===== src/perf_event_counter_pkg.sv =====
// Package for the event-selectable performance counters of the debug block.
// Assumes a single 20 MHz clock and a simple strobe register port.
package perf_event_counter_pkg;

  // ----------------------------------------------------------------
  // Geometry
  // ----------------------------------------------------------------
  localparam int NUM_CHAN = 2;
  localparam int CNT_W = 32;
  localparam int ADDR_W = 8;
  localparam int DATA_W = 32;
  localparam int LEVEL_W = 8;
  localparam int RATIO_W = 4;

  // ----------------------------------------------------------------
  // Register offsets (byte addresses)
  // ----------------------------------------------------------------
  localparam logic [ADDR_W-1:0] OFS_CH_CTRL0 = 8'h00;
  localparam logic [ADDR_W-1:0] OFS_CH_CTRL1 = 8'h04;
  localparam logic [ADDR_W-1:0] OFS_CH_COUNT0 = 8'h08;
  localparam logic [ADDR_W-1:0] OFS_CH_COUNT1 = 8'h0c;
  localparam logic [ADDR_W-1:0] OFS_BUS_RATIO = 8'h10;
  localparam logic [ADDR_W-1:0] OFS_BRK_IRQ_CFG = 8'h14;
  localparam logic [ADDR_W-1:0] OFS_STATUS = 8'h18;

  // ----------------------------------------------------------------
  // Field positions
  // ----------------------------------------------------------------
  localparam int CTRL_MODE_LSB = 0;
  localparam int CTRL_MODE_W = 5;
  localparam int CTRL_CLK_BUS_BIT = 5;
  localparam int CTRL_RANGE_BRK_BIT = 6;
  localparam int CTRL_EN_BIT = 7;
  localparam int CTRL_W = 8;
  localparam int IRQ_ENABLE_BIT = 0;
  localparam int IRQ_LEVEL_GIVEN_BIT = 1;
  localparam int IRQ_CONT_TRACE_BIT = 2;
  localparam int IRQ_LEVEL_LSB = 8;
  localparam int ST_ACTIVE0_BIT = 0;
  localparam int ST_ACTIVE1_BIT = 1;
  localparam int ST_IN_BREAK_BIT = 2;

  // ----------------------------------------------------------------
  // Reset values
  // ----------------------------------------------------------------
  localparam logic [CTRL_W-1:0] CTRL_RST = 8'h00;
  localparam logic [RATIO_W-1:0] RATIO_RST = 4'h1;
  localparam logic [LEVEL_W-1:0] LEVEL_RST = 8'h00;
  localparam logic [CNT_W-1:0] CNT_RST = 32'h0000_0000;

  // ----------------------------------------------------------------
  // Measurement modes, in register code order
  // ----------------------------------------------------------------
  typedef enum logic [CTRL_MODE_W-1:0] {
    M_OPND_RD, M_OPND_WR, M_OPND_RW, M_OPND_RAM, M_OPND_ALL, M_IO_ACC,
    M_DMISS_RD, M_DMISS_WR, M_DMISS_RW, M_IMISS, M_DXLATE_MISS, M_IXLATE_MISS,
    M_FETCH_CACHED, M_FETCH_ALL, M_BR_ISSUE, M_BR_TAKEN, M_CALL_ISSUE,
    M_ISSUE, M_DUAL_ISSUE, M_FP_ISSUE, M_TRAP, M_INT, M_NMI,
    M_BRK_A, M_BRK_B, M_IFILL, M_OFILL, M_TIME,
    M_FRZ_IMISS, M_FRZ_DMISS, M_FRZ_BRANCH
  } mode_t;

  localparam int NUM_MODES = 31;

endpackage : perf_event_counter_pkg


===== src/perf_event_counter.sv =====
// Two-channel event-selectable performance counters with break-time
// interrupt gating for the on-chip debug logic.
// Assumes all event inputs come from core logic on clk_i; registers are
// reached over a plain strobe port with read data one cycle later.
//
// Summary of operation
// - Two independent counting channels, each with its own event selection.
// - Each channel counts on CPU clock or scaled by CPU/bus ratio; CPU default.
// - Operand events skip cache-touch accesses and pages with cacheable bit clear.
// - Instruction miss also counts uncached fetches not done in one cycle.
// - Instruction miss also counts misses in the exception overrun fetch.
// - Data and instruction TLB miss events count misses cancelled by exceptions.
// - Cacheable and total fetch events count when a fetch request is accepted.
// - Issue events add two on a dual issue; FPU issue adds two only when both issued slots hold FP opcodes.
// - On fetch exceptions issue and dual-issue events add one to three.
// - FPU issue covers FP comm and status moves and all Fxxx opcodes.
// - Break channel A and B events count emulator-owned matches too.
// - Miss freeze events include internal RAM and internal I/O stalls.
// - Miss freeze events include uncached instruction and operand stalls.
// - Branch freeze adds one per branch unless delay slot runs one cycle late.
// - Branch target miss stalls from second cycle go to instruction fill.
// - Branch freeze counts every kind of branch instruction.
// - Interrupts disabled during break: no NMI, external or peripheral accepted.
// - Enabled without mask level: only NMI accepted during break.
// - With a mask level, levels above it accepted during break, others masked.
// - Mask level defaults to zero; with no level given, no external interrupt is accepted during break.
// - Continuous trace: no user interrupts during command execution or wait.
//
// Implementation choices: the address-and-strobe port and the register addresses.
`timescale 1ns/1ns
module perf_event_counter
  import perf_event_counter_pkg::*;
(
  // Clock and reset
  input wire logic clk_i,
  input wire logic rst_b_i,
  // Register port
  input wire logic [ADDR_W-1:0] addr_i,
  input wire logic [DATA_W-1:0] wdata_i,
  input wire logic wr_i,
  input wire logic rd_i,
  output logic [DATA_W-1:0] rdata_o,
  // Measurement range
  input wire logic prog_running_i,
  input wire logic brk_cond4_i,
  // Operand side events
  input wire logic opnd_acc_i,
  input wire logic opnd_wr_i,
  input wire logic opnd_cache_area_i,
  input wire logic cache_touch_instruction_i,
  input wire logic page_cacheable_bit_i,
  input wire logic opnd_ram_i,
  input wire logic io_acc_i,
  input wire logic opnd_miss_i,
  input wire logic ofill_cycle_i,
  // Instruction side events
  input wire logic imiss_i,
  input wire logic ifetch_uncached_slow_i,
  input wire logic overrun_imiss_i,
  input wire logic ifetch_accept_i,
  input wire logic ifetch_cache_area_i,
  input wire logic ifill_cycle_i,
  // Translation misses, raised or cancelled alike
  input wire logic dxlate_miss_i,
  input wire logic dxlate_miss_cancel_i,
  input wire logic ixlate_miss_i,
  input wire logic ixlate_miss_cancel_i,
  // Issue slots
  input wire logic issue_v0_i,
  input wire logic issue_v1_i,
  input wire logic [15:0] issue_op0_i,
  input wire logic [15:0] issue_op1_i,
  input wire logic ifetch_exc_i,
  input wire logic [1:0] ifetch_exc_issue_i,
  input wire logic br_issue_i,
  input wire logic br_taken_i,
  input wire logic call_issue_i,
  input wire logic trap_exec_i,
  input wire logic int_taken_i,
  input wire logic nmi_taken_i,
  // Break channel matches
  input wire logic break_chan_a_hit_i,
  input wire logic break_chan_b_hit_i,
  // Freeze causes
  input wire logic frz_imiss_i,
  input wire logic frz_iuncached_i,
  input wire logic frz_iram_io_i,
  input wire logic frz_dmiss_i,
  input wire logic frz_duncached_i,
  input wire logic frz_dram_io_i,
  input wire logic branch_exec_i,
  input wire logic delay_slot_late_i,
  input wire logic exc_freeze_i,
  input wire logic br_target_stall_i,
  // Interrupt gating
  input wire logic in_break_i,
  input wire logic emu_cmd_busy_i,
  input wire logic nmi_req_i,
  input wire logic ext_req_i,
  input wire logic [LEVEL_W-1:0] ext_level_i,
  output logic nmi_accept_o,
  output logic ext_accept_o
);

  // ----------------------------------------------------------------
  // Functions
  // ----------------------------------------------------------------
  function automatic logic is_fp_op(input logic [15:0] op);
    logic [7:0] lo;
    lo = op[7:0];
    is_fp_op = (op[15:12] == 4'hf) ||
               ((op[15:12] == 4'h4) && ((lo == 8'h5a) || (lo == 8'h56) ||
                                        (lo == 8'h6a) || (lo == 8'h66) ||
                                        (lo == 8'h52) || (lo == 8'h62))) ||
               ((op[15:12] == 4'h0) && ((lo == 8'h5a) || (lo == 8'h6a)));
  endfunction : is_fp_op

  function automatic logic [1:0] sel_inc(input logic [CTRL_MODE_W-1:0] mode,
                                         input logic [NUM_MODES-1:0] bits,
                                         input logic [1:0] iss,
                                         input logic [1:0] dual,
                                         input logic [1:0] fp);
    sel_inc = 2'h0;
    if (mode == M_ISSUE) begin
      sel_inc = iss;
    end else if (mode == M_DUAL_ISSUE) begin
      sel_inc = dual;
    end else if (mode == M_FP_ISSUE) begin
      sel_inc = fp;
    end else if (mode < CTRL_MODE_W'(NUM_MODES)) begin
      sel_inc = {1'b0, bits[mode]};
    end
  endfunction : sel_inc

  // ----------------------------------------------------------------
  // Registers
  // ----------------------------------------------------------------
  logic [CTRL_W-1:0] ctrl_q [NUM_CHAN];
  logic [CNT_W-1:0] cnt_q [NUM_CHAN];
  logic [CNT_W-1:0] cnt_d [NUM_CHAN];
  logic [RATIO_W:0] presc_q [NUM_CHAN];
  logic [RATIO_W:0] presc_d [NUM_CHAN];
  logic brk_win_q [NUM_CHAN];
  logic [RATIO_W-1:0] ratio_q;
  logic irq_en_q;
  logic level_given_q;
  logic cont_trace_q;
  logic [LEVEL_W-1:0] level_q;
  logic br_stall_seen_q;
  logic brk_cond4_q;
  logic [DATA_W-1:0] rdata_q;
  logic nmi_acc_q;
  logic ext_acc_q;

  // ----------------------------------------------------------------
  // Register decode
  // ----------------------------------------------------------------
  wire logic wr_ctrl0 = wr_i && (addr_i == OFS_CH_CTRL0);
  wire logic wr_ctrl1 = wr_i && (addr_i == OFS_CH_CTRL1);
  wire logic wr_cnt0 = wr_i && (addr_i == OFS_CH_COUNT0);
  wire logic wr_cnt1 = wr_i && (addr_i == OFS_CH_COUNT1);
  wire logic wr_ratio = wr_i && (addr_i == OFS_BUS_RATIO);
  wire logic wr_irq = wr_i && (addr_i == OFS_BRK_IRQ_CFG);
  wire logic [NUM_CHAN-1:0] wr_ctrl = {wr_ctrl1, wr_ctrl0};
  wire logic [NUM_CHAN-1:0] wr_cnt = {wr_cnt1, wr_cnt0};
  wire logic [RATIO_W-1:0] ratio_eff = (ratio_q == '0) ? RATIO_RST : ratio_q;

  // ----------------------------------------------------------------
  // Event qualification
  // ----------------------------------------------------------------
  wire logic opnd_ok = opnd_acc_i && !cache_touch_instruction_i && page_cacheable_bit_i;
  wire logic opnd_cached = opnd_ok && opnd_cache_area_i;
  wire logic dmiss_ok = opnd_miss_i && !cache_touch_instruction_i && page_cacheable_bit_i;
  wire logic imiss_any = imiss_i || ifetch_uncached_slow_i || overrun_imiss_i;
  wire logic dxlate_any = dxlate_miss_i || dxlate_miss_cancel_i;
  wire logic ixlate_any = ixlate_miss_i || ixlate_miss_cancel_i;
  wire logic fetch_cached = ifetch_accept_i && ifetch_cache_area_i;
  wire logic frz_i_any = frz_imiss_i || frz_iuncached_i || frz_iram_io_i;
  wire logic frz_d_any = frz_dmiss_i || frz_duncached_i || frz_dram_io_i;
  wire logic frz_branch = (branch_exec_i && !delay_slot_late_i) || exc_freeze_i;
  wire logic ifill_any = ifill_cycle_i || (br_target_stall_i && br_stall_seen_q);
  wire logic [1:0] exc_add = (ifetch_exc_issue_i == 2'h0) ? 2'h1 : ifetch_exc_issue_i;
  wire logic [1:0] slot_cnt = {1'b0, issue_v0_i} + {1'b0, issue_v1_i};
  wire logic [1:0] fp_cnt = {1'b0, issue_v0_i && is_fp_op(issue_op0_i)} +
                            {1'b0, issue_v1_i && is_fp_op(issue_op1_i)};
  wire logic [1:0] iss_add = ifetch_exc_i ? exc_add : slot_cnt;
  wire logic [1:0] dual_add = ifetch_exc_i ? exc_add : {1'b0, slot_cnt == 2'h2};

  logic [NUM_MODES-1:0] ev_bits;
  always_comb begin
    ev_bits = '0;
    ev_bits[M_OPND_RD] = opnd_cached && !opnd_wr_i;
    ev_bits[M_OPND_WR] = opnd_cached && opnd_wr_i;
    ev_bits[M_OPND_RW] = opnd_cached;
    ev_bits[M_OPND_RAM] = opnd_ok && opnd_ram_i;
    ev_bits[M_OPND_ALL] = opnd_ok;
    ev_bits[M_IO_ACC] = io_acc_i;
    ev_bits[M_DMISS_RD] = dmiss_ok && !opnd_wr_i;
    ev_bits[M_DMISS_WR] = dmiss_ok && opnd_wr_i;
    ev_bits[M_DMISS_RW] = dmiss_ok;
    ev_bits[M_IMISS] = imiss_any;
    ev_bits[M_DXLATE_MISS] = dxlate_any;
    ev_bits[M_IXLATE_MISS] = ixlate_any;
    ev_bits[M_FETCH_CACHED] = fetch_cached;
    ev_bits[M_FETCH_ALL] = ifetch_accept_i;
    ev_bits[M_BR_ISSUE] = br_issue_i;
    ev_bits[M_BR_TAKEN] = br_taken_i;
    ev_bits[M_CALL_ISSUE] = call_issue_i;
    ev_bits[M_TRAP] = trap_exec_i;
    ev_bits[M_INT] = int_taken_i;
    ev_bits[M_NMI] = nmi_taken_i;
    ev_bits[M_BRK_A] = break_chan_a_hit_i;
    ev_bits[M_BRK_B] = break_chan_b_hit_i;
    ev_bits[M_IFILL] = ifill_any;
    ev_bits[M_OFILL] = ofill_cycle_i;
    ev_bits[M_TIME] = 1'b1;
    ev_bits[M_FRZ_IMISS] = frz_i_any;
    ev_bits[M_FRZ_DMISS] = frz_d_any;
    ev_bits[M_FRZ_BRANCH] = frz_branch;
  end

  // ----------------------------------------------------------------
  // Channel counting
  // ----------------------------------------------------------------
  wire logic brk_cond4_rise = brk_cond4_i && !brk_cond4_q;
  logic [NUM_CHAN-1:0] active;
  logic [1:0] inc [NUM_CHAN];
  logic [RATIO_W:0] psum [NUM_CHAN];

  always_comb begin
    for (int c = 0; c < NUM_CHAN; c++) begin
      active[c] = ctrl_q[c][CTRL_EN_BIT] &&
                  (ctrl_q[c][CTRL_RANGE_BRK_BIT] ? brk_win_q[c] : prog_running_i);
      inc[c] = active[c] ? sel_inc(ctrl_q[c][CTRL_MODE_LSB +: CTRL_MODE_W], ev_bits,
                                   iss_add, dual_add, fp_cnt) : 2'h0;
      psum[c] = presc_q[c] + {{(RATIO_W-1){1'b0}}, inc[c]};
      cnt_d[c] = cnt_q[c];
      presc_d[c] = presc_q[c];
      if (wr_cnt[c]) begin
        cnt_d[c] = wdata_i[CNT_W-1:0];
        presc_d[c] = '0;
      end else if (!ctrl_q[c][CTRL_CLK_BUS_BIT]) begin
        cnt_d[c] = cnt_q[c] + {{(CNT_W-2){1'b0}}, inc[c]};
      end else if (psum[c] >= {1'b0, ratio_eff}) begin
        cnt_d[c] = cnt_q[c] + {{(CNT_W-1){1'b0}}, 1'b1};
        presc_d[c] = psum[c] - {1'b0, ratio_eff};
      end else begin
        presc_d[c] = psum[c];
      end
    end
  end

  always_ff @(posedge clk_i or negedge rst_b_i) begin
    if (!rst_b_i) begin
      for (int c = 0; c < NUM_CHAN; c++) begin
        ctrl_q[c] <= CTRL_RST;
        cnt_q[c] <= CNT_RST;
        presc_q[c] <= '0;
        brk_win_q[c] <= 1'b0;
      end
    end else begin
      for (int c = 0; c < NUM_CHAN; c++) begin
        if (wr_ctrl[c]) begin
          ctrl_q[c] <= wdata_i[CTRL_W-1:0];
        end
        cnt_q[c] <= cnt_d[c];
        presc_q[c] <= presc_d[c];
        // Rising edges of break condition 4 alternately open and close the window
        if (wr_ctrl[c]) begin
          brk_win_q[c] <= brk_cond4_rise && wdata_i[CTRL_RANGE_BRK_BIT];
        end else if (brk_cond4_rise && ctrl_q[c][CTRL_RANGE_BRK_BIT]) begin
          brk_win_q[c] <= !brk_win_q[c];
        end
      end
    end
  end

  always_ff @(posedge clk_i or negedge rst_b_i) begin
    if (!rst_b_i) begin
      br_stall_seen_q <= 1'b0;
      brk_cond4_q <= 1'b0;
    end else begin
      br_stall_seen_q <= br_target_stall_i;
      brk_cond4_q <= brk_cond4_i;
    end
  end

  // ----------------------------------------------------------------
  // Interrupt acceptance during break
  // ----------------------------------------------------------------
  wire logic user_irq_block = cont_trace_q && (emu_cmd_busy_i || in_break_i);
  wire logic nmi_ok_brk = irq_en_q;
  wire logic ext_ok_brk = irq_en_q && level_given_q && (ext_level_i > level_q);
  wire logic nmi_acc_d = nmi_req_i && !user_irq_block && (!in_break_i || nmi_ok_brk);
  wire logic ext_acc_d = ext_req_i && !user_irq_block && (!in_break_i || ext_ok_brk);

  always_ff @(posedge clk_i or negedge rst_b_i) begin
    if (!rst_b_i) begin
      ratio_q <= RATIO_RST;
      irq_en_q <= 1'b0;
      level_given_q <= 1'b0;
      cont_trace_q <= 1'b0;
      level_q <= LEVEL_RST;
      nmi_acc_q <= 1'b0;
      ext_acc_q <= 1'b0;
    end else begin
      if (wr_ratio) begin
        ratio_q <= wdata_i[RATIO_W-1:0];
      end
      if (wr_irq) begin
        irq_en_q <= wdata_i[IRQ_ENABLE_BIT];
        level_given_q <= wdata_i[IRQ_LEVEL_GIVEN_BIT];
        cont_trace_q <= wdata_i[IRQ_CONT_TRACE_BIT];
        level_q <= wdata_i[IRQ_LEVEL_GIVEN_BIT] ? wdata_i[IRQ_LEVEL_LSB +: LEVEL_W] : LEVEL_RST;
      end
      nmi_acc_q <= nmi_acc_d;
      ext_acc_q <= ext_acc_d;
    end
  end

  // ----------------------------------------------------------------
  // Read mux
  // ----------------------------------------------------------------
  logic [DATA_W-1:0] rmux;
  always_comb begin
    rmux = '0;
    unique case (addr_i)
      OFS_CH_CTRL0: rmux[CTRL_W-1:0] = ctrl_q[0];
      OFS_CH_CTRL1: rmux[CTRL_W-1:0] = ctrl_q[1];
      OFS_CH_COUNT0: rmux = cnt_q[0];
      OFS_CH_COUNT1: rmux = cnt_q[1];
      OFS_BUS_RATIO: rmux[RATIO_W-1:0] = ratio_q;
      OFS_BRK_IRQ_CFG: begin
        rmux[IRQ_ENABLE_BIT] = irq_en_q;
        rmux[IRQ_LEVEL_GIVEN_BIT] = level_given_q;
        rmux[IRQ_CONT_TRACE_BIT] = cont_trace_q;
        rmux[IRQ_LEVEL_LSB +: LEVEL_W] = level_q;
      end
      OFS_STATUS: begin
        rmux[ST_ACTIVE0_BIT] = active[0];
        rmux[ST_ACTIVE1_BIT] = active[1];
        rmux[ST_IN_BREAK_BIT] = in_break_i;
      end
      default: rmux = '0;
    endcase
  end

  always_ff @(posedge clk_i or negedge rst_b_i) begin
    if (!rst_b_i) begin
      rdata_q <= '0;
    end else begin
      rdata_q <= rd_i ? rmux : '0;
    end
  end

  assign rdata_o = rdata_q;
  assign nmi_accept_o = nmi_acc_q;
  assign ext_accept_o = ext_acc_q;

  // ----------------------------------------------------------------
  // Checks
  // ----------------------------------------------------------------
  wire logic [CTRL_MODE_W-1:0] mode0 = ctrl_q[0][CTRL_MODE_LSB +: CTRL_MODE_W];
  wire logic cpu0 = ctrl_q[0][CTRL_EN_BIT] && !ctrl_q[0][CTRL_CLK_BUS_BIT] && !wr_cnt[0];

  touch_skip_a: assert property (@(posedge clk_i) disable iff (!rst_b_i)
    (cpu0 && mode0 == M_OPND_ALL && cache_touch_instruction_i) |=> $stable(cnt_q[0]))
    else $error("cache touch access counted");
  imiss_uncached_a: assert property (@(posedge clk_i) disable iff (!rst_b_i)
    (cpu0 && active[0] && mode0 == M_IMISS && ifetch_uncached_slow_i) |=> cnt_q[0] == $past(cnt_q[0]) + 32'h1)
    else $error("slow uncached fetch not counted");
  xlate_cancel_a: assert property (@(posedge clk_i) disable iff (!rst_b_i)
    (cpu0 && active[0] && mode0 == M_DXLATE_MISS && dxlate_miss_cancel_i) |=> cnt_q[0] != $past(cnt_q[0]))
    else $error("cancelled miss not counted");
  dual_issue_a: assert property (@(posedge clk_i) disable iff (!rst_b_i)
    (cpu0 && active[0] && mode0 == M_ISSUE && !ifetch_exc_i && issue_v0_i && issue_v1_i)
    |=> cnt_q[0] == $past(cnt_q[0]) + 32'h2)
    else $error("dual issue not counted as two");
  exc_issue_a: assert property (@(posedge clk_i) disable iff (!rst_b_i)
    (cpu0 && active[0] && mode0 == M_DUAL_ISSUE && ifetch_exc_i)
    |=> (cnt_q[0] - $past(cnt_q[0]) >= 32'h1) && (cnt_q[0] - $past(cnt_q[0]) <= 32'h3))
    else $error("fetch exception issue add out of range");
  fp_opcode_a: assert property (@(posedge clk_i) disable iff (!rst_b_i)
    (cpu0 && active[0] && mode0 == M_FP_ISSUE && issue_v0_i && !issue_v1_i && issue_op0_i[15:12] == 4'hf)
    |=> cnt_q[0] == $past(cnt_q[0]) + 32'h1)
    else $error("fp opcode not counted");
  branch_late_a: assert property (@(posedge clk_i) disable iff (!rst_b_i)
    (cpu0 && mode0 == M_FRZ_BRANCH && delay_slot_late_i && !exc_freeze_i) |=> $stable(cnt_q[0]))
    else $error("late delay slot branch counted");
  brk_disable_a: assert property (@(posedge clk_i) disable iff (!rst_b_i)
    (in_break_i && !irq_en_q) |=> !nmi_accept_o && !ext_accept_o)
    else $error("interrupt accepted while disabled in break");
  brk_nmi_only_a: assert property (@(posedge clk_i) disable iff (!rst_b_i)
    (in_break_i && irq_en_q && !level_given_q && !cont_trace_q) |=> !ext_accept_o && (nmi_accept_o == $past(nmi_req_i)))
    else $error("break acceptance without level wrong");
  brk_level_a: assert property (@(posedge clk_i) disable iff (!rst_b_i)
    (in_break_i && irq_en_q && level_given_q && ext_req_i && ext_level_i <= level_q) |=> !ext_accept_o)
    else $error("masked level accepted in break");
  cont_trace_a: assert property (@(posedge clk_i) disable iff (!rst_b_i)
    (cont_trace_q && emu_cmd_busy_i) |=> !nmi_accept_o && !ext_accept_o)
    else $error("user interrupt during command execution");

endmodule : perf_event_counter


===== config.mk =====
export PLATFORM = sky130hd
export DESIGN_NAME = perf_event_counter
export DESIGN_NICKNAME = d
export VERILOG_FILES = /design/src/perf_event_counter_pkg.sv /design/src/perf_event_counter.sv
export SDC_FILE = /design/constraint.sdc
export NUM_CORES = 1
export LEC_CHECK = 0
export BUFFER_PORTS_ARGS = -buffer_cell sky130_fd_sc_hd__buf_2
export CORE_MARGIN = 1
export CORE_UTILIZATION = 45
export DETAILED_ROUTE_END_ITERATION = 16
export GPL_TIMING_DRIVEN = 0
export PLACE_DENSITY = 0.67
export SETUP_SLACK_MARGIN = 0.2
export SLEW_MARGIN = 25
export SYNTH_ARGS = -nofsm -noshare
export SYNTH_HDL_FRONTEND = slang
export SYNTH_SLANG_ARGS = --single-unit

===== constraint.sdc =====
create_clock -name clk_i -period 8.48 [get_ports clk_i]
set_input_delay 1.696 -clock clk_i [delete_from_list [all_inputs] [get_ports clk_i]]
set_output_delay 1.696 -clock clk_i [all_outputs]
set_load 0.005 [all_outputs]

==> results.cfg, run 1 <==
[yosys]
synthAdderAreaFrac = 0.0475
syn_nets = 1168
ys_warn_count = 0
async_flop_share = 1.00
yosys.area_share.simple = 0.225
ys_ff_latch = 143
synth_top_family_by_area = simple AND/OR/NAND/NOR gates
syn_area_sq_um = 9370
synth-xor-area-share = 0.0636
avgSynthCellArea_sq_um = 9.33
synth.distinct_cells = 82
synth_mux_area_frac = 0.0907
synth_compound_area_frac = 0.148
synth_cells = 1004
synth-seq-area-share = 0.382
synth_top_flop_cell = dfrtp_1
synth_edf_count = 0

[place]
numPortBuffers = 154
dp.cells = 1429
hpwl_um = 19700
postPlaceCellArea_sq_um = 10500
gp_congestion = 0.907

[power_and_ir_drop]
power.leakage_nw = 4.86
p_per_area_nw_per_um2 = 218
ir_worst_vdd_mv = 0.143
p_total_mw = 2.42

[timing]
hold_viol = 0
grt_setup_unrepaired = false
worst_slew_pin_slew_ns = 0.840
slew_violations = 0
hold_slack_ns = 0.515
min_period_ns = 6.05
finClkSkew_ns = 0.00809
fmaxAchievable_ghz = 0.165
finalSetupTns_ns = 0
setup-violations-final = 0
slew_headroom = 0.440
fin_crit_sh = 0.713

[clock_tree]
ctsResizeCount = 0
cts-buffers-inserted = 17
cts_tree = yes
cts_max_level = 4
clkLatencyLatePin_ns = 0.43
postCtsHoldBufs = 0
cts_setup_buffers = 0
cts.reportedPaths.clkPinSlew_ns = 0.06
cts-root-buf = clkbuf_16
numClockSinks = 143
cts.path.max_buffers = 2

[cells_and_area]
diodes = 0
area_growth_pct = 18.5
finalInstanceArea_sq_um = 11100
drive_gt1_frac = 0.265
num-fill-cells = 1900
layoutNonFillerInstCount = 1460
finalNetCount = 1342

[route]
drt_wl_total_um = 26900
vias_per_cell = 5.70
drtIter0Drc = 469
drtPass1Iterations = 5
drc = 0
vias = 8317
ant_nets = 0
wl_per_cell_um = 18.4

[critical_path]
crit_path_end_kind = flop
start_kind = input port
cp.required_ns = 8.82
worstPathArrival_ns = 6.38
critPathKind = input port to flop
path_max_fanout = 10

[global_route]
antenna_found_initial = 0
grt_pass1_vias = 8074
grt.total_usage = 0.258
grt_max_degree = 89
grt_overflow = 0
grt_pass1_wl_um = 43100

[die]
start_util = 0.462
num_rows = 52
die_width_um = 146
coreArea_sq_um = 20300
ios = 166
die_area_sq_um = 21400
die_y_um = 146

[flow_run]
maxCapViolCount = 0

[run_status]
outcome = finished, final reports clean

[min_path]
hold_class = flop to flop
==> final timing paths <==
path / from / endpoint / slack (ns) / depth (start not counted)
max reg2reg: ctrl_q[0]$_DFFE_PN0P_ / cnt_q[17]$_DFFE_PN0P_ / 3.45 / 17
min: level_q[7]$_DFFE_PN0P_ / level_q[7]$_DFFE_PN0P_ / 0.51 / 2
min reg2reg: level_q[7]$_DFFE_PN0P_ / level_q[7]$_DFFE_PN0P_ / 0.51 / 2
min in group asynchronous: rst_b_i / nmi_accept_o$_DFF_PN0_ / 1.20 / 1
max: issue_op0_i[5] / cnt_q[43]$_DFFE_PN0P_ / 2.43 / 21
max in group asynchronous: rst_b_i / cnt_q[17]$_DFFE_PN0P_ / 6.46 / 2
==> routing by layer <==
layer / part of all wire / vias to the layer above / track usage
met3: 0.075 / 37 / 0.0481
met2: 0.46 / 332 / 0.415
met4: 0.018 / 0 / 0.0698
met1: 0.44 / 4006 / 0.357
li1: - / 3942 / -
met5: 0 / - / 0
==> area by class of cell <==
cell class / instances / area (sq um) / share of cell area
plain buffers: 55 / 259 / 0.0233
well taps: 270 / 338 / 0.0304
inverters: 39 / 146 / 0.0132
clock inverters: 12 / 144 / 0.0130
flip-flops and latches: 143 / 3580 / 0.322
multi-input cells: 767 / 5380 / 0.485
clock buffers: 19 / 443 / 0.0399
repair buffers: 155 / 808 / 0.0728
==> cells in the final DEF (no fill, tap or decap), types with 20 or more instances in the layout <==
cell,n
nor2b_1,29
a21oi_1,35
nor2_1,63
inv_1,39
xnor2_1,51
mux2i_1,26
buf_2,177
clkbuf_1,23
ha_1,26
o21ai_0,68
nand2_1,119
nand3_1,31
mux2_2,34
nor4_1,20
dfrtp_1,142
==> critical path, cell delays in order <==
cell and delay [ns]:
buf_2 0.10, xnor2_1 0.11, a2111oi_0 0.38, a21oi_1 0.12
nor2_1 0.12, ha_1 0.26, nand2_1 0.07, o211ai_1 0.09
o21ai_0 0.14, a221oi_2 0.13, ha_1 0.23, fa_1 0.47
xor2_1 0.20, ha_1 0.36, a21oi_1 0.14, o21ai_1 0.12
a211oi_2 0.58, clkbuf_1 0.54, nor3_1 0.18, xnor2_1 0.16
o21ai_0 0.17
==> state kept, by name (all words and copies together) (netlist names) <==
name,cells
level_q,8
br_stall_seen_q,1
nmi_accept_o,1
rdata_o,32
ctrl_q,16
cont_trace_q,1
cnt_q,64
presc_q,10
level_given_q,1
ext_accept_o,1
brk_cond4_q,1
brk_win_q,2
ratio_q,4
irq_en_q,1
==> cells by family (layout without fill, tap and decap cells) <==
| family | count (synthesis) | in the layout |
|---|---|---|
| buffers and inverters | 94 | 280 |
| muxes | 69 | 69 |
| and+or+nand+nor | 389 | 389 |
| AOI/OAI and AO/OA | 209 | 209 |
| DFF | 143 | 143 |
| adders and majority gates | 32 | 32 |
| xor gates and xnor gates | 68 | 68 |
==> where the power goes <==
group | internal [mW] | switching (mW) | leakage [nW] | total [mW]
combinational | 0.330 | 0.436 | 2.67 | 0.765
sequential | 0.773 | 0.113 | 1.90 | 0.886
clock | 0.466 | 0.300 | 0.288 | 0.765
total | 1.57 | 0.848 | 4.86 | 2.42
==> cells in the mapped netlist, types with 7 or more instances <==
cell      instances  area (sq um)
nor2_1           63           236
nor2_2           14          87.6
a21o_1            7          52.6
a21oi_1          35           175
xnor2_1          51           447
and3_1            9          56.3
a22oi_1           8          60.1
mux4_2            8           180
o21ai_0          68           340
nor2b_1          29           181
a211oi_1          7          52.6
buf_2            24           120
a21oi_2          16           140
inv_1            39           146
xor2_1           17           149
o21ai_1           9          45.0
clkbuf_1         22          82.6
nand2_1         119           447
ha_1             26           325
nand4_1          17           106
nor4_1           20           125
mux2i_1          26           260
o211ai_1         12          90.1
nand3_1          31           155
a31oi_1           9          56.3
mux2_2           34           383
dfrtp_1         142          3550
nor3_1           17          85.1
==> metrics by stage <==
stage | utilization | worst slack (ns)
2_1_floorplan | - | 2.84
3_3_place_gp | 0.516 | 2.09
3_5_place_dp | 0.518 | 2.06
4_1_cts | 0.547 | 2.45
5_1_grt | 0.547 | 2.14
6_report | 0.547 | 2.43
Note: power is estimated with default switching activity, not from simulation.
==> run 2: changes to the inputs <==
--- a/config.mk
+++ b/config.mk
@@ -10,7 +10,7 @@
 export CORE_UTILIZATION = 45
 export DETAILED_ROUTE_END_ITERATION = 16
 export GPL_TIMING_DRIVEN = 0
-export PLACE_DENSITY = 0.67
+export PLACE_DENSITY = 0.7
 export SETUP_SLACK_MARGIN = 0.2
 export SLEW_MARGIN = 25
 export SYNTH_ARGS = -nofsm -noshare
==> constraint.sdc (replaced) <==
create_clock -name clk_i -period 5.2 [get_ports clk_i]
set_input_delay 1.04 -clock clk_i [delete_from_list [all_inputs] [get_ports clk_i]]
set_output_delay 1.04 -clock clk_i [all_outputs]
set_load 0.005 [all_outputs]
==> run 2 against run 1 <==
Via count increased by 2.0%. Sequential share of layout area decreased by 0.82 points. Highest routed layer unchanged. Sequential cell count stayed put. Final area is 2.6% higher. Setup slack worse by 2.1 ns. Power grew 73%. Critical path depth down 4. Combinational power rose by 91%. Final cell count increased by 1.2%. Critical path type unchanged. Routed wire length up 2.2%. Clock power up 66%.
==> results.cfg, run 2 (synthesis results as in run 1) <==
[run_status]
outcome = finished, final reports clean

[power_and_ir_drop]
power.share.clock = 0.304
switching_share = 0.347
p_per_area_nw_per_um2 = 366
p_sw_mw = 1.45
p_int_mw = 2.72
ir_worst_vdd_mv = 0.261
comb_power_share = 0.350
power.leakage_nw = 4.96
seq_power_share = 0.346

[critical_path]
path_common_cell = xor2_1
worstPathArrival_ns = 5.14
critPathSlowestCell = mux4_2
cpLargestDelayFamily = compound AO/OA/AOI/OAI gates
crit_chain = buf_2 -> or3_1 -> mux4_2 -> a221oi_2 -> a311o_1 -> a21oi_2 -> ha_2 -> fa_2 -> xor2_1 -> ha_1 -> a41o_1 -> a21o_4 -> o41a_1 -> buf_6 -> nand4_1 -> xor2_1 -> a21oi_1
critPathKind = input port to flop
path_max_fanout = 10
start_kind = input port
max_stage_delay_ns = 0.52
crit_path_end_kind = flop
cp.required_ns = 5.50
critPathBufInv = 2

[route]
wl_per_cell_um = 18.6
drtIter0Drc = 603
ant_nets = 0
drc = 0
drtPass1Iterations = 5
vias = 8482
vias_per_cell = 5.74
drt_wl_total_um = 27500

[clock_tree]
postCtsHoldBufs = 0
cts_max_level = 4
cts-buffers-inserted = 17
numClockSinks = 143
cts.path.max_buffers = 2
cts_tree = yes
cts.reportedPaths.clkPinSlew_ns = 0.06
cts-root-buf = clkbuf_16
clkLatencyLatePin_ns = 0.42

[global_route]
grt_pass1_wl_um = 43900
grt_max_degree = 87
grt_overflow = 0
antenna_found_initial = 0
grt.total_usage = 0.259
grt_pass1_vias = 8255

[timing]
setup-violations-final = 0
min_period_ns = 4.84
hold_viol = 0
finClkSkew_ns = 0.00701
fin_crit_sh = 0.931
finalSetupTns_ns = 0
worst_slew_pin_slew_ns = 0.843
slew_headroom = 0.438
grt_setup_unrepaired = false
fmaxAchievable_ghz = 0.207
slew_violations = 0

[min_path]
hold_class = flop to flop

[cells_and_area]
register_area_sq_um = 3580
finalInstanceArea_sq_um = 11400
largest-register = cnt_q
multi_input_area_sq_um = 5510
layoutNonFillerInstCount = 1477
num-fill-cells = 1765
drive_gt1_frac = 0.289
diodes = 0
area_growth_pct = 21.6
finalNetCount = 1359
final_common_cell = buf_2
largest_register_ff_count = 64
layout_common_cells = buf_2, dfrtp_1, nand2_1

[place]
numPortBuffers = 154
gp_congestion = 0.894
postPlaceCellArea_sq_um = 10500
dp.cells = 1429
hpwl_um = 20000

[die]
ios = 166
coreArea_sq_um = 20300
num_rows = 52
die_y_um = 146
start_util = 0.462
die_width_um = 146
die_area_sq_um = 21400

[flow_run]
maxCapViolCount = 0
==> run 2: cell count changes in the layout (fill, tap and decap cells not counted), moves of 3 or more <==
cell,before,now
a21oi_1,35,31
a21oi_2,16,19
buf_4,0,16
buf_6,3,7
clkbuf_8,1,4
clkinv_2,6,3
nor4b_1,6,2
nor4b_2,2,6
==> run 2: area by class of cell <==
type | count | share of cell area
multi-input combinational | 767 | 0.484
tap | 270 | 0.0297
timing repair buffer | 172 | 0.0819
inverter | 39 | 0.0128
sequential | 143 | 0.314
buffer | 55 | 0.0250
clock buffer | 25 | 0.0435
clock inverter | 6 | 0.00922
==> run 2: worst min-delay path, stage by stage, from the launching register on <==
cell and delay (ns):
dfrtp_1 0.36, nand2_1 0.05, o21ai_0 0.07
==> run 2: path summary, 6_finish.rpt <==
path	from	depth (start not counted)	endpoint	slack, ns
max	ifetch_uncached_slow_i	17	cnt_q[21]$_DFFE_PN0P_	0.36
min reg2reg	level_q[5]$_DFFE_PN0P_	2	level_q[5]$_DFFE_PN0P_	0.52
max in group asynchronous	rst_b_i	2	ratio_q[0]$_DFFE_PN1P_	3.80
min in group asynchronous	rst_b_i	1	nmi_accept_o$_DFF_PN0_	0.62
min	level_q[5]$_DFFE_PN0P_	2	level_q[5]$_DFFE_PN0P_	0.52
max reg2reg	ctrl_q[0]$_DFFE_PN0P_	18	cnt_q[21]$_DFFE_PN0P_	0.57
==> run 2: what timing repair did <==
| item | 4_1_cts | 5_1_grt |
|---|---|---|
| setup endpoints to repair | 62 | 65 |
| buffers inserted | 5 | 11 |
| gates resized for setup | 11 | 31 |
| endpoints found under the hold margin | 0 | 0 |
| pin swaps | 4 | 19 |
| gates cloned | 0 | 1 |
==> run 2: per-stage QoR <==
stage / power [mW] / hold slack (ns) / setup slack (ns) / util
finish: 4.17 / 0.519 / 0.359 / 0.561
global route: 4.38 / 0.542 / 0.195 / 0.561
CTS: 4.02 / 0.518 / 0.206 / 0.552
detailed placement: 2.70 / 0.506 / -0.551 / 0.518
global placement: 2.65 / 0.490 / -0.583 / 0.516
floorplan: 2.31 / 0.472 / 0.215 / -
==> run 2: metal layers <==
layer,global-route usage,vias to the layer above,part of all wire
li1,-,3974,-
met5,0,-,0
met3,0.0466,40,0.067
met2,0.421,329,0.47
met4,0.0755,0,0.020
met1,0.354,4139,0.44
==> run 2: power by group through the flow <==
stage | sequential (mW) | clock (mW) | combinational [mW]
2_1_floorplan | 1.40 | 0 | 0.908
3_3_place_gp | 1.45 | 0 | 1.20
3_5_place_dp | 1.45 | 0 | 1.24
4_1_cts | 1.44 | 1.28 | 1.31
5_1_grt | 1.46 | 1.32 | 1.60
6_report | 1.44 | 1.27 | 1.46
